### config.mk
export PLATFORM = sky130hd
export DESIGN_NAME = hba_bus_ctrl
export DESIGN_NICKNAME = d
export VERILOG_FILES = /design/src/hba_pkg.sv /design/src/hba_bus_ctrl.sv /design/src/hba_hist_mem.sv
export VERILOG_INCLUDE_DIRS = /design/src
export SDC_FILE = /design/constraint.sdc
export NUM_CORES = 1
export LEC_CHECK = 0
export BUFFER_PORTS_ARGS = -buffer_cell sky130_fd_sc_hd__buf_2
export CAP_MARGIN = 20
export CORE_MARGIN = 2
export CORE_UTILIZATION = 25
export CTS_BUF_LIST = sky130_fd_sc_hd__clkbuf_16
export DETAILED_ROUTE_END_ITERATION = 8
export GPL_TIMING_DRIVEN = 0
export SLEW_MARGIN = 20
export SYNTH_ARGS = -nofsm -noshare
export SYNTH_HDL_FRONTEND = slang
export SYNTH_HIERARCHICAL = 1
export SYNTH_SLANG_ARGS = --single-unit
### constraint.sdc
create_clock -name clk -period 6.35 [get_ports clk]
set_clock_uncertainty 0.05 [all_clocks]
set_input_delay 0.3175 -clock clk [delete_from_list [all_inputs] [get_ports clk]]
set_output_delay 0.3175 -clock clk [all_outputs]
set_load 0.005 [all_outputs]
### src/hba_consts.svh
// Constants for the host bus handoff and arbitration block.
`ifndef HBA_CONSTS_SVH
`define HBA_CONSTS_SVH
`define HBA_NUM_REQ       6
`define HBA_NUM_SEL       4
`define HBA_ID_W          3
`define HBA_ID_NONE       3'h0
`define HBA_SYNC_STAGES   2
`define HBA_HIST_DEPTH    8
`define HBA_HIST_AW       3
`define HBA_HIST_DW       6
`endif

### src/hba_pkg.sv
// Types for the host bus handoff and arbitration block.
package hba_pkg;
  typedef enum logic [2:0] {
    HBA_IDLE,
    HBA_MASTER,
    HBA_RELEASE,
    HBA_GRANTED,
    HBA_SLAVE
  } hba_state_type;
endpackage : hba_pkg

### src/hba_bus_ctrl.sv
// Host bus handoff, ready and multiprocessor request logic.
`timescale 1ns/10ps
`include "hba_consts.svh"
module hba_bus_ctrl
  import hba_pkg::*;
(
  input  wire logic                      clk,
  input  wire logic                      rst,
  input  wire logic                      suspend_bus_float_n,
  input  wire logic                      host_bus_request_n,
  input  wire logic                      proc_a_select_n,
  input  wire logic                      proc_b_select_n,
  input  wire logic                      proc_c_select_n,
  input  wire logic                      proc_d_select_n,
  input  wire logic [`HBA_ID_W-1:0]      proc_identity,
  input  wire logic                      rotating_priority_sel,
  input  wire logic                      ready_active_drive_sel,
  input  wire logic                      host_access_busy,
  input  wire logic                      ext_access_req,
  input  wire logic [`HBA_NUM_REQ-1:0]   mp_bus_request_n_in,
  input  wire logic                      host_bus_grant_n_in,
  output logic      [`HBA_NUM_REQ-1:0]   mp_bus_request_n_out,
  output logic      [`HBA_NUM_REQ-1:0]   mp_bus_request_n_oe,
  output logic                           host_bus_grant_n_out,
  output logic                           host_bus_grant_n_oe,
  output logic                           host_ready_n_out,
  output logic                           host_ready_n_oe,
  output logic                           bus_drive_en,
  output logic                           ext_access_done,
  output logic                           core_stall,
  output logic                           bus_master,
  output logic      [`HBA_HIST_DW-1:0]   last_winner
);

  //////////////////////////////////////////////////////////////////////////
  // Synchronisers for the asynchronous host inputs.
  // Two stages keep a metastable host edge away from the arbiter; the price
  // is two cycles of latency on every handoff.

  logic [4:0] sync1_reg;
  logic [4:0] sync2_reg;
  wire  [4:0] async_in = {host_bus_request_n, proc_d_select_n,
                          proc_c_select_n, proc_b_select_n,
                          proc_a_select_n};

  always_ff @(posedge clk or posedge rst) begin
    if (rst) begin
      sync1_reg <= 5'h1f;
      sync2_reg <= 5'h1f;
    end else begin
      sync1_reg <= async_in;
      sync2_reg <= sync1_reg;
    end
  end

  wire       hreq      = ~sync2_reg[4];
  wire [3:0] sel       = ~sync2_reg[3:0];
  // A single select is assumed; any select with a host request enables the ready driver while busy or in active drive.
  wire       any_sel   = |sel;
  wire       suspend   = ~suspend_bus_float_n;

  //////////////////////////////////////////////////////////////////////////
  // Arbitration among processor requests.

  function automatic logic [`HBA_ID_W-1:0] pick_winner(
    input logic [`HBA_NUM_REQ-1:0] req,
    input logic [`HBA_ID_W-1:0]    start
  );
    logic [`HBA_ID_W-1:0] idx;
    logic [`HBA_ID_W-1:0] best;
    logic                 found;
    best  = `HBA_ID_NONE;
    found = 1'b0;
    idx   = start;
    for (int i = 0; i < `HBA_NUM_REQ; i++) begin
      if (!found && req[idx - 3'h1]) begin
        best  = idx;
        found = 1'b1;
      end
      idx = (idx == 3'h6) ? 3'h1 : idx + 3'h1;
    end
    return best;
  endfunction : pick_winner

  hba_state_type        state_reg;
  hba_state_type        state_next;
  logic [`HBA_ID_W-1:0] rr_start_reg;
  logic [`HBA_HIST_AW-1:0] hist_ptr_reg;

  wire own_valid = (proc_identity >= 3'h1) && (proc_identity <= 3'h6);
  wire [`HBA_NUM_REQ-1:0] own_mask =
    own_valid ? 6'h01 << (proc_identity - 3'h1) : 6'h00;
  // Single-processor systems (identity zero) own the bus outright.
  wire want_bus  = ext_access_req;
  wire [`HBA_NUM_REQ-1:0] req_seen =
    (~mp_bus_request_n_in & ~own_mask) | (want_bus ? own_mask : 6'h00);
  wire [`HBA_ID_W-1:0] fixed_start = 3'h1;
  wire [`HBA_ID_W-1:0] winner = pick_winner(req_seen,
    rotating_priority_sel ? rr_start_reg : fixed_start);
  wire i_win = !own_valid || (winner == proc_identity);
  wire grant_seen = !host_bus_grant_n_in;

  always_comb begin
    state_next = state_reg;
    case (state_reg)
      HBA_IDLE: begin
        if (hreq && !grant_seen && i_win) begin
          state_next = HBA_RELEASE;
        end else if (want_bus && i_win && !hreq) begin
          state_next = HBA_MASTER;
        end else if (hreq) begin
          state_next = HBA_SLAVE;
        end
      end
      HBA_MASTER: begin
        if (hreq) begin
          state_next = HBA_RELEASE;
        end else if (!want_bus) begin
          state_next = HBA_IDLE;
        end
      end
      HBA_RELEASE: begin
        state_next = hreq ? HBA_GRANTED : HBA_IDLE;
      end
      HBA_GRANTED: begin
        if (!hreq) begin
          state_next = HBA_IDLE;
        end
      end
      HBA_SLAVE: begin
        if (!hreq) begin
          state_next = HBA_IDLE;
        end
      end
      default: state_next = HBA_IDLE;
    endcase
  end

  wire is_master   = (state_reg == HBA_MASTER);
  wire drive_next  = (state_next == HBA_MASTER) && !suspend;
  wire done_next   = is_master && want_bus && !suspend && !hreq;
  wire rdy_en_next = any_sel && hreq;
  wire win_event   = (state_reg == HBA_IDLE) && (state_next == HBA_MASTER);

  //////////////////////////////////////////////////////////////////////////
  // State and registered outputs.
  // Grant, bus_drive_en and bus_master outputs follow the next state, so they change on the same edge as the
  // state register, while ext_access_done and core_stall lag it by a cycle.

  always_ff @(posedge clk or posedge rst) begin
    if (rst) begin
      state_reg    <= HBA_IDLE;
      rr_start_reg <= 3'h1;
      hist_ptr_reg <= 3'h0;
    end else begin
      state_reg <= state_next;
      if (win_event) begin
        rr_start_reg <= (winner == 3'h6) ? 3'h1 : winner + 3'h1;
        hist_ptr_reg <= hist_ptr_reg + 3'h1;
      end
    end
  end

  always_ff @(posedge clk or posedge rst) begin
    if (rst) begin
      mp_bus_request_n_out <= 6'h3f;
      mp_bus_request_n_oe  <= 6'h00;
      host_bus_grant_n_out <= 1'b1;
      host_bus_grant_n_oe  <= 1'b0;
      host_ready_n_out     <= 1'b1;
      host_ready_n_oe      <= 1'b0;
      bus_drive_en         <= 1'b0;
      ext_access_done      <= 1'b0;
      core_stall           <= 1'b0;
      bus_master           <= 1'b0;
    end else begin
      mp_bus_request_n_out <= want_bus ? ~own_mask : 6'h3f;
      mp_bus_request_n_oe  <= own_mask;
      host_bus_grant_n_out <= !(state_next == HBA_GRANTED);
      host_bus_grant_n_oe  <= (state_next == HBA_GRANTED);
      // Open-drain drives only the low level; active drive also drives high.
      host_ready_n_out     <= !host_access_busy;
      host_ready_n_oe      <= rdy_en_next &&
                              (host_access_busy || ready_active_drive_sel);
      bus_drive_en         <= drive_next;
      ext_access_done      <= done_next;
      core_stall           <= want_bus && !done_next;
      bus_master           <= (state_next == HBA_MASTER);
    end
  end

  //////////////////////////////////////////////////////////////////////////
  // History of arbitration winners for debug readout.

  hba_hist_mem u_hist (
    .clk     (clk),
    .rst     (rst),
    .wr_en   (win_event),
    .wr_addr (hist_ptr_reg),
    .wr_data (6'h01 << (winner - 3'h1)),
    .rd_addr (hist_ptr_reg - 3'h1),
    .rd_data (last_winner)
  );
endmodule : hba_bus_ctrl

### src/hba_hist_mem.sv
// Small memory of recent arbitration winners, registered read data.
`timescale 1ns/10ps
`include "hba_consts.svh"
module hba_hist_mem (
  input  wire logic                       clk,
  input  wire logic                       rst,
  input  wire logic                       wr_en,
  input  wire logic [`HBA_HIST_AW-1:0]    wr_addr,
  input  wire logic [`HBA_HIST_DW-1:0]    wr_data,
  input  wire logic [`HBA_HIST_AW-1:0]    rd_addr,
  output logic      [`HBA_HIST_DW-1:0]    rd_data
);
  logic [`HBA_HIST_DW-1:0]    mem_reg [`HBA_HIST_DEPTH];
  logic [`HBA_HIST_DEPTH-1:0] valid_reg;

  always_ff @(posedge clk) begin
    if (wr_en) begin
      mem_reg[wr_addr] <= wr_data;
    end
  end

  always_ff @(posedge clk or posedge rst) begin
    if (rst) begin
      valid_reg <= 8'h00;
      rd_data   <= 6'h00;
    end else begin
      if (wr_en) begin
        valid_reg[wr_addr] <= 1'b1;
      end
      // Slots never written read as zero, so the output is never unknown.
      rd_data <= valid_reg[rd_addr] ? mem_reg[rd_addr] : 6'h00;
    end
  end
endmodule : hba_hist_mem

=== After elaboration in Yosys (flattened, before gate mapping) ===
Memory sizes are Yosys's and may differ from the RTL's.
Cells that the tools add are included.

* Register bits: 53
* Bits in writable memories: 48
* Logic and storage cells: 148
* Memories: 1

{| class="wikitable"
|+ Memories
! memory !! words !! bits a word !! read ports !! clocked after Yosys merged registers in !! write ports !! RTL line !! source
|-
| u_hist.mem_reg || 8 || 6 || 1 || 0 || 1 || hba_hist_mem.sv:13 || <nowiki>logic [`HBA_HIST_DW-1:0] mem_reg [`HBA_HIST_DEPTH];</nowiki>
|}

* Add/subtract/negate cells: 16
* $lt $le $gt $ge: 11
* Eq/ne operators: 13
* Shift-type cells: 2
* Multiplexer cells: 48
* Bitwise logic cells: 7
* Reduce and logical (&&, ||, !) cells: 33

{| class="wikitable"
|+ Operators by type and width
! operator !! count
|-
| $mux W3 || 19
|-
| $lt A3 B4 Y1 const B || 8
|-
| $sub A3 B1 Y3 const B || 9
|-
| $mux W6 || 4
|-
| $add A3 B1 Y3 const B || 7
|-
| $bmux W1 S3 || 7
|-
| $eq A3 B3 Y1 const B || 7
|-
| $logic_and A1 B1 Y1 || 19
|-
| $mux W1 || 15
|-
| $not A6 Y6 || 2
|-
| $pmux W3 S4 || 1
|-
| $shl A1 B3 Y6 const A || 2
|-
| $eq A3 B2 Y1 const B || 3
|-
| $logic_not A1 Y1 || 9
|-
| $or A8 B8 Y8 || 1
|-
| $and A6 B6 Y6 || 1
|-
| $eq A3 B1 Y1 const B || 2
|-
| $ge A3 B1 Y1 const B || 2
|-
| $or A6 B6 Y6 || 1
|-
| $not A4 Y4 || 1
|-
| $reduce_or A4 Y1 || 1
|-
| $demux W1 S3 || 1
|-
| $eq A3 B3 Y1 || 1
|-
| $le A3 B3 Y1 const B || 1
|-
| other kinds (5) || 6
|}

=== Longest topological paths before layout ===
Gate-level depths: netlist (run 1).

* Depth in word-level cells: 35
* Mapped depth: 33
* Mapped depth without buffers: 30

=== Hierarchy ===
Netlist (run 1), hierarchy kept.

{| class="wikitable"
|+ Modules (own cells, without submodules)
! module !! times used !! cells each !! area an instance (µm²) !! sequential area each (µm²)
|-
| hba_bus_ctrl || 1 || 312 || 3052.9 || 999.7
|-
| hba_hist_mem || 1 || 115 || 2373.5 || 1791.7
|}

=== Worst setup path before layout (run 1) ===
OpenSTA, ideal clock, no wires.

* Kind: register to register
* Start: register rr_start_reg[0]
* End: memory u_hist/mem_reg[0][0] in the netlist's numbering (enable)
* Setup time: 0.378 ns
* Data arrival time: 6.521 ns
* Required time: 5.922 ns
* Slack: -0.599 ns
* Cell stages (with the launch flop): 31
* Path buffers: 3
* Clock period less this slack: 6.949 ns
* Cells stage by stage: dfstp_2 > nand2b_1 > buf_4 > inv_2 > buf_6 > ha_1 > clkbuf_1 > o21ai_0 > inv_1 > ha_1 > nor4_2 > nor3_1 > or4_4 > and2_1 > a21oi_1 > nor2b_1 > a21oi_1 > ha_1 > inv_1 > a211o_1 > o221ai_1 > mux2_2 > a21oi_1 > and4b_1 > a2bb2oi_4 > or3_1 > nand3_2 > o211ai_4 > inv_1 > nand2b_1 > nor3_1

* Cells in the longest elaborated chain, start to end: 31

{| class="wikitable"
|+ RTL lines
! element !! RTL line !! source
|-
| start, declared || hba_bus_ctrl.sv:87 || <nowiki>logic [`HBA_ID_W-1:0] rr_start_reg;</nowiki>
|-
| start signal, assigned || hba_bus_ctrl.sv:158 || <nowiki>rr_start_reg <= (winner == 3'h6) ? 3'h1 : winner + 3'h1;</nowiki>
|-
| $mux W3 * || hba_bus_ctrl.sv:99 || <nowiki>rotating_priority_sel ? rr_start_reg : fixed_start);</nowiki>
|-
| branches (longest 18 deep; another with $add A3 B1 Y3) || -- ||
|-
| $mux W3 * || hba_bus_ctrl.sv:76 || <nowiki>if (!found && req[idx - 3'h1]) begin</nowiki>
|-
| $eq A3 B3 Y1 * || hba_bus_ctrl.sv:100 || <nowiki>wire i_win = !own_valid || (winner == proc_identity);</nowiki>
|-
| $logic_or A1 B1 Y1 * || hba_bus_ctrl.sv:100 ||
|-
| $logic_and A1 B1 Y1 (2 in a row) || hba_bus_ctrl.sv:109 || <nowiki>end else if (want_bus && i_win && !hreq) begin</nowiki>
|-
| $mux W3 || hba_bus_ctrl.sv:109 ||
|-
| $mux W3 * || hba_bus_ctrl.sv:107 || <nowiki>if (hreq && !grant_seen && i_win) begin</nowiki>
|-
| $pmux W3 S4 * || hba_bus_ctrl.sv:105 || <nowiki>case (state_reg)</nowiki>
|-
| $eq A3 B1 Y1 * || hba_bus_ctrl.sv:143 || <nowiki>wire win_event = (state_reg == HBA_IDLE) && (state_next == HBA_MASTER);</nowiki>
|-
| $logic_and A1 B1 Y1 * || hba_bus_ctrl.sv:143 ||
|-
| net win_event || hba_bus_ctrl.sv:143 ||
|-
| $mux W1 * || hba_hist_mem.sv:17 || <nowiki>if (wr_en) begin</nowiki>
|-
| $mux W1 (not written as such) * || hba_hist_mem.sv:18 || <nowiki>mem_reg[wr_addr] <= wr_data;</nowiki>
|-
| end, declared || hba_hist_mem.sv:13 ||
|}

Mark *: on every way through the listed nets, which the timed path passes. The select of a mux whose other input is x is not followed.

=== Final worst setup path (run 1) ===
Ends and elaborated chain as after synthesis.

==> impl_metrics.toml, run 1 <==
[outcome]
status = "finished, final reports clean"

[detailed_routing]
vias_per_cell = 4.71
drtIter0Drc = 206
antenna_left = 0
dr.pass1.iters = 5
wl_mm = 12.5
drc_errors = 0
routedWlPerCell_microns = 15.8
vias = 3718

[synthesis]
ys.flop_type = "edfxtp_1"
synth_area_leader_cell = "edfxtp_1"
synthArstFlopShare_pct = 52.5
postSynthCellCount = 427
synthesis.nets = 464
ys_top_cells_by_area = "edfxtp_1, dfrtp_1, dfstp_2"
avgSynthCellArea_sq_um = 12.7
synth_cell_types = 87
yosys_warnings = 6
ys_ff_latch = 101
synth_top_area_share_pct = 26.6
synth_area_sq_mm = 0.00543
yosysSeqAreaShare_pct = 51.4
synth_edf_count = 48

[sta]
fmax_ghz = 0.164
final_hold_viol_count = 0
fin_crit_sh_pct = 96.0
min_period_ps = 6090
relSlewSlack_pct = 48.4
hold_ws_ps = 15.7
rsz0062_at_grt = "false"
drv_slew = 0
setup_viol = 0
setup_slack_ps = 255
worst_pin_slew_ps = 755

[placement]
port_buffers = 47
place_congestion = 0.886
place_inst = 750
place_ws_ps = -1160
hpwlAfterDp_mm = 9.00

[finish]
final_nets = 546
instances_no_fill = 789
drive_gt1_share_pct = 42.4
syn_to_final_growth_pct = 25.2
diodes = 0
largest_reg_flops = 48

[floorplan]
die_y_microns = 151
core_sq_mm = 0.0212
io_pins = 48
dieArea_sq_mm = 0.0229
start_util_pct = 25.7
die_x_microns = 151
row_count = 53

[grt]
grt.met1_usage_pct = 13.8
track_usage_pct = 11.3
top_usage_layer = "met2"
grt_pass1_vias = 3904
gr-usage-met3_pct = 2.47
grt_pass1_wl_mm = 20.2
grtUsageMet2_pct = 20.1
grt_max_degree = 39
grt-ovfl-total = 0
antenna_found_initial = 0

[clocking]
clkSinkCount = 101
htreeDepth = 3
clock_latency_ps = 350
path_clk_slew_ps = 70
cts_tree = "built"
clk_path_buf_depth = 2
numCtsBuffers = 9
cts-root-buf = "clkbuf_16"

[worst_setup_path]
end_kind = "flip-flop"
timing.rr.start = "rr_start_reg[0]"
critPathKind = "flip-flop to flip-flop"
critPathSlowestCell = "dfstp_2"
cp_max_fo = 16
critPathBufInv = 7
r2r_cells = 30
cp.required_ps = 6360
start_kind = "flip-flop"
critPathTopFamily = "simple AND/OR/NAND/NOR gates"
r2r_slack_ps = 260
worstPathArrival_ps = 6110
critical_path.max_stage_delay_ps = 570
r2r_end = "u_hist/mem_reg[0][0]"

[power]
total_power_mw = 3.18
irDropWorstVdd_uv = 158
p_per_area_mw_per_mm2 = 468
p_leak_nw = 2.74

[min_path]
hold_path.class = "input port to flip-flop"
min-delay-start = "host_bus_request_n"
worstHoldPathCells = 1
hold_end = "sync1_reg[4]"

[flow_run]
cap_violations = 0
==> how the worst max path moves through the flow <==
stage	start	to	slack [ps]	cells after the start
after floorplan	rr_start_reg[0]	u_hist/mem_reg[4][0]	10	30
after global placement	rr_start_reg[0]	u_hist/mem_reg[0][3]	-950	30
after detailed placement	rotating_priority_sel	u_hist/mem_reg[0][3]	-1160	31
after CTS	rr_start_reg[0]	u_hist/mem_reg[0][0]	10	31
after global routing	rr_start_reg[0]	u_hist/mem_reg[0][5]	10	30
final	rr_start_reg[0]	u_hist/mem_reg[0][0]	260	30
==> per-stage QoR <==
step                      TNS, ps  utilization [%]  cell area, sq um
after floorplan                 0                -              5520
after global placement     -50820             28.9              6100
after detailed placement   -71390             28.9              6120
after CTS                       0             31.8              6730
after global routing            0             32.1              6800
final                           0             32.1              6800
==> synth_stat cells, types with 4 or more instances <==
cell type / count
buf_2: 6
dfrtp_1: 34
buf_6: 4
nor2_1: 39
or2_2: 11
xnor2_1: 4
nor4_1: 4
ha_1: 15
and3_1: 6
mux4_2: 12
mux2_2: 5
a211oi_1: 4
edfxtp_1: 48
nand3b_1: 6
nand2b_1: 8
mux2i_1: 17
nand2_1: 27
nor3_1: 18
mux2_4: 4
a21oi_1: 9
o21ai_0: 7
and2_1: 4
dfstp_2: 19
o211ai_1: 5
inv_1: 21
==> layer usage <==
metal / wire length [microns] / share of wire [%] / vias up
li1: - / - / 1765
met1: 5320 / 43 / 1858
met2: 6520 / 52 / 72
met3: 439 / 3.5 / 23
met4: 197 / 1.6 / 0
met5: 0 / 0 / -
==> final cells by class <==
cell class / instances / area, sq um
buffer: 14 / 120
clock buffer: 9 / 225
clock inverter: 7 / 57.6
fill: 2085 / 14400
inverter: 23 / 88.8
multi-input combinational: 287 / 2680
sequential: 101 / 2790
tap: 275 / 344
timing repair buffer: 73 / 490
==> cells in the final DEF (no fill, tap or decap), drive strengths merged, types with 3 or more instances in the layout <==
cell type and n:
inv 26, or2 11, nand3b 6, or4 3, o21ai 7, nor3 19
mux4 14, o211ai 6, dfrtp 34, ha 15, nor2 39, nand2 27
mux2i 19, buf 84, a211oi 5, nand3 3, a2111oi 3, nor3b 7
mux2 9, dfstp 19, nor2b 3, or3 3, and2 5, o31ai 3
nor4 7, nand4 3, nand2b 8, edfxtp 48, clkbuf 11, and3 6
o2bb2ai 3, clkinv 3, a21oi 9, xnor2 4
==> worst register-to-register path: cells and delay by family, from the launching register on <==
family / cells / cell delay [ps]
AO/OA/AOI/OAI: 8 / 1300
adder cells (fa/ha/maj): 3 / 570
buffers and inverters: 7 / 750
flip-flops: 1 / 570
multiplexers: 1 / 340
AND/OR/NAND/NOR: 11 / 2220
==> repair_timing <==
| item | 4_1_cts | 5_1_grt |
|---|---|---|
| hold endpoints to repair | 34 | 0 |
| buffers inserted | 20 | 4 |
| pin swaps | 15 | 8 |
| endpoints found under the setup margin | 107 | 76 |
| hold buffers | 1 | 0 |
| gates resized for setup | 24 | 14 |
==> kinds of logic after synthesis <==
family	Yosys count	share of synthesized area, %
buffers and inverters	39	3.83
AO/OA/AOI/OAI	61	10.4
AND/OR/NAND/NOR	163	18.0
adder cells (fa/ha/maj)	15	3.46
multiplexers	42	11.9
flip-flops	101	51.4
XOR/XNOR	6	0.968
==> where the power goes <==
part           switching [mW]  leakage, nW  internal, mW  total [mW]
clock network           0.245        0.138         0.271       0.515
registers              0.0606         1.09         0.876       0.936
logic                   0.957         1.52         0.769        1.73
(Power assumes the default switching activity.)
==> run 2: changes to the inputs <==
- clock period: 6.35 -> 7.6 ns (I/O delays scaled with it)
==> impl_metrics.toml, run 2 (synthesized netlist as in run 1, its figures left out) <==
[sta]
final_hold_viol_count = 0
drv_slew = 0
worst_pin_slew_ps = 764
min_period_ps = 7280
rsz0062_at_grt = "false"
fmax_ghz = 0.137
relSlewSlack_pct = 49.0
fin_crit_sh_pct = 95.8
setup_viol = 0

[clocking]
clock_latency_ps = 350
clkSinkCount = 101
numCtsBuffers = 9
htreeDepth = 3
clk_path_buf_depth = 2
cts_tree = "built"
path_clk_slew_ps = 70
cts-root-buf = "clkbuf_16"

[grt]
track_usage_pct = 11.0
grt_pass1_wl_mm = 19.5
grt_pass1_vias = 3732
grt_max_degree = 40
antenna_found_initial = 0
grt-ovfl-total = 0

[finish]
instances_no_fill = 771
diodes = 0
final_common_cell = "buf_2"
final_nets = 528
drive_gt1_share_pct = 37.3
syn_to_final_growth_pct = 19.4
largest_reg_flops = 48
mostFrequentLayoutCells = "buf_2, edfxtp_1, dfrtp_1"

[floorplan]
start_util_pct = 25.7
dieArea_sq_mm = 0.0229
core_sq_mm = 0.0212
die_y_microns = 151
row_count = 53
io_pins = 48
die_x_microns = 151

[detailed_routing]
drtIter0Drc = 203
antenna_left = 0
routedWlPerCell_microns = 15.7
vias = 3651
vias_per_cell = 4.74
wl_mm = 12.1
drc_errors = 0
dr.pass1.iters = 4

[worst_setup_path]
cp_max_fo = 13
critPathSlowestCell = "dfstp_2"
worstPathArrival_ps = 7290
critPathTopFamily = "simple AND/OR/NAND/NOR gates"
critPathBufInv = 8
cp.required_ps = 7610
startpoint = "rr_start_reg[0]"
cp_common_cell = "inv_1"
critical_path.max_stage_delay_ps = 600
start_kind = "flip-flop"
timing.rr.start = "rr_start_reg[0]"
end_kind = "flip-flop"
critPathKind = "flip-flop to flip-flop"

[power]
irDropWorstVdd_uv = 185
p_per_area_mw_per_mm2 = 386
total_power_mw = 2.50
p_leak_nw = 2.62

[min_path]
hold_path.class = "input port to asynchronous set/reset pin"

[outcome]
status = "finished, final reports clean"

[placement]
port_buffers = 47
place_congestion = 0.844
place_inst = 749
hpwlAfterDp_mm = 8.80

[flow_run]
cap_violations = 0
## run 2: final cells by class
| class | count | area (sq um) |
|---|---|---|
| fill | 2114 | 14700 |
| sequential | 101 | 2790 |
| multi-input combinational | 287 | 2560 |
| tap | 275 | 344 |
| timing repair buffer | 53 | 293 |
| clock buffer | 9 | 225 |
| buffer | 16 | 126 |
| inverter | 23 | 86.3 |
| clock inverter | 7 | 57.6 |
## run 2: repair_timing
item	4_1_cts	5_1_grt
buffers inserted	4	2
resized for setup	21	11
hold endpoints to repair	0	0
setup endpoints to repair	59	59
hold buffers	0	0
pin swaps	3	0
## run 2: through the flow
step	worst slack, ps	util [%]	TNS [ps]	hold slack, ps	instance area (sq um)
3_5_place_dp	-931	28.4	-45650	299	6020
2_1_floorplan	651	-	0	219	5430
4_1_cts	7.67	30.3	0	43.8	6410
6_report	321	30.6	0	36.7	6480
3_3_place_gp	-971	28.4	-35520	297	6010
5_1_grt	3.88	30.6	0	67.8	6480
## run 2: path summary, 6_finish.rpt
path,to,slack (ps),depth (start not counted)
max in group asynchronous,mp_bus_request_n_oe[0],6860,2
worst max-delay path,u_hist/mem_reg[0][5],320,31
min in group clk,sync1_reg[0],80,1
worst min-delay path,u_hist/valid_reg[4],40,2
worst min register to register,sync2_reg[0],310,0
worst max register to register,u_hist/mem_reg[0][5],320,31
## run 2: report_power, final
group / switching, mW / internal [mW]
sequential: 0.0495 / 0.732
combinational: 0.748 / 0.541
clock: 0.203 / 0.227
total: 1.00 / 1.50
## run 2: metal layers
layer  track usage (%)  routed length [microns]  vias up
li1                  -                        -     1727
met1              13.8                     5270     1817
met2              18.8                     6070       92
met3              2.38                      547       15
met4              3.41                      194        0
met5                 0                        0        -
==> run 3: changes to the inputs <==
- clock period: 7.6 -> 7.2 ns (I/O delays scaled with it)
==> impl_metrics.toml, run 3 (synthesized netlist as in run 1, its figures left out) <==
[outcome]
status = "finished, final reports clean"

[placement]
port_buffers = 47
place_inst = 749
hpwlAfterDp_mm = 8.80
place_congestion = 0.844

[flow_run]
cap_violations = 0

[clocking]
cts-root-buf = "clkbuf_16"
clock_latency_ps = 350
numCtsBuffers = 9
path_clk_slew_ps = 70
cts_tree = "built"
htreeDepth = 3
clkSinkCount = 101
clk_path_buf_depth = 2

[worst_setup_path]
cp_max_fo = 13
r2r_slack_ps = 310
worstPathArrival_ps = 6900
startpoint = "rr_start_reg[0]"
critPathSlowestCell = "dfstp_2"
critPathTopFamily = "simple AND/OR/NAND/NOR gates"
critPathBufInv = 8
timing.rr.start = "rr_start_reg[0]"
start_kind = "flip-flop"
critical_path.max_stage_delay_ps = 560
end_kind = "flip-flop"
cp.required_ps = 7210
critPathKind = "flip-flop to flip-flop"

[floorplan]
dieArea_sq_mm = 0.0229
die_x_microns = 151
core_sq_mm = 0.0212
start_util_pct = 25.7
die_y_microns = 151
row_count = 53
io_pins = 48

[finish]
mostFrequentLayoutCells = "buf_2, edfxtp_1, dfrtp_1"
final_common_cell = "buf_2"
drive_gt1_share_pct = 38.5
diodes = 0
syn_to_final_growth_pct = 19.8
final_nets = 528
nFillCells = 2112
largest_reg_flops = 48
instances_no_fill = 771

[grt]
grt_max_degree = 40
grt-ovfl-total = 0
track_usage_pct = 11.1
grt_pass1_wl_mm = 19.8
antenna_found_initial = 0
grt_pass1_vias = 3788

[sta]
setup_tns_ps = 0
fin_crit_sh_pct = 95.7
final_hold_viol_count = 0
min_period_ps = 6890
drv_slew = 0
setup_viol = 0
fmax_ghz = 0.145
relSlewSlack_pct = 48.5
worst_pin_slew_ps = 771
rsz0062_at_grt = "false"

[min_path]
hold_path.class = "input port to asynchronous set/reset pin"

[detailed_routing]
drtIter0Drc = 222
drc_errors = 0
dr.pass1.iters = 4
vias = 3637
antenna_left = 0
vias_per_cell = 4.72
wl_mm = 12.2
routedWlPerCell_microns = 15.8

[power]
p_per_area_mw_per_mm2 = 408
irDropWorstVdd_uv = 198
total_power_mw = 2.65
p_leak_nw = 2.62
==> run 3: worst paths after layout <==
kind                                                to  depth (start not counted)
worst max-delay path              u_hist/mem_reg[0][5]                         31
worst min-delay path               u_hist/valid_reg[4]                          2
worst max register to register    u_hist/mem_reg[0][5]                         31
worst min register to register            sync2_reg[0]                          0
max in group asynchronous       mp_bus_request_n_oe[0]                          2
min in group clk                          sync1_reg[0]                          1
==> run 3: layer usage <==
metal	vias up	wire [microns]	track usage [%]
met3	12	397	2.20
met5	-	0	0
met4	0	189	3.46
met2	63	6170	19.0
met1	1833	5440	14.1
li1	1729	-	-
==> run 3: cell type report <==
cell class	instances	area, sq um	share of cell area, %
timing repair buffer	53	293	4.50
tap	275	344	5.29
inverter	23	86.3	1.33
buffer	16	126	1.94
multi-input combinational	287	2580	39.7
clock buffer	9	225	3.46
sequential	101	2790	42.9
clock inverter	7	57.6	0.885
==> run 3: repair_timing <==
action | CTS | global route
cloned | 0 | 0
pin swaps | 3 | 3
endpoints found under the setup margin | 107 | 59
gates resized for setup | 28 | 13
hold buffers | 0 | 0
buffers inserted | 6 | 0
==> run 3: worst register-to-register path: cells and delay by family, from the launching register on <==
kind / cells / cell delay, ps
simple gates: 11 / 2460
compound gates: 8 / 1500
buf+inv: 8 / 1000
fa+ha+maj: 3 / 670
flops: 1 / 560
mux: 1 / 370
==> run 3: metrics by stage <==
stage | instance area (sq um) | hold slack [ps] | setup WS [ps] | util [%]
6_report | 6500 | 16.7 | 311 | 30.7
5_1_grt | 6500 | 47.8 | 0.994 | 30.7
4_1_cts | 6470 | 23.8 | 32.6 | 30.6
3_5_place_dp | 6020 | 299 | -1320 | 28.4
3_3_place_gp | 6010 | 297 | -1370 | 28.4
2_1_floorplan | 5430 | 199 | 251 | -
==> run 3: where the power goes <==
| part | internal [mW] | switching, mW | total [mW] |
|---|---|---|---|
| Sequential | 0.772 | 0.0508 | 0.823 |
| Clock | 0.239 | 0.215 | 0.455 |
| Combinational | 0.577 | 0.798 | 1.38 |
| Total | 1.59 | 1.06 | 2.65 |
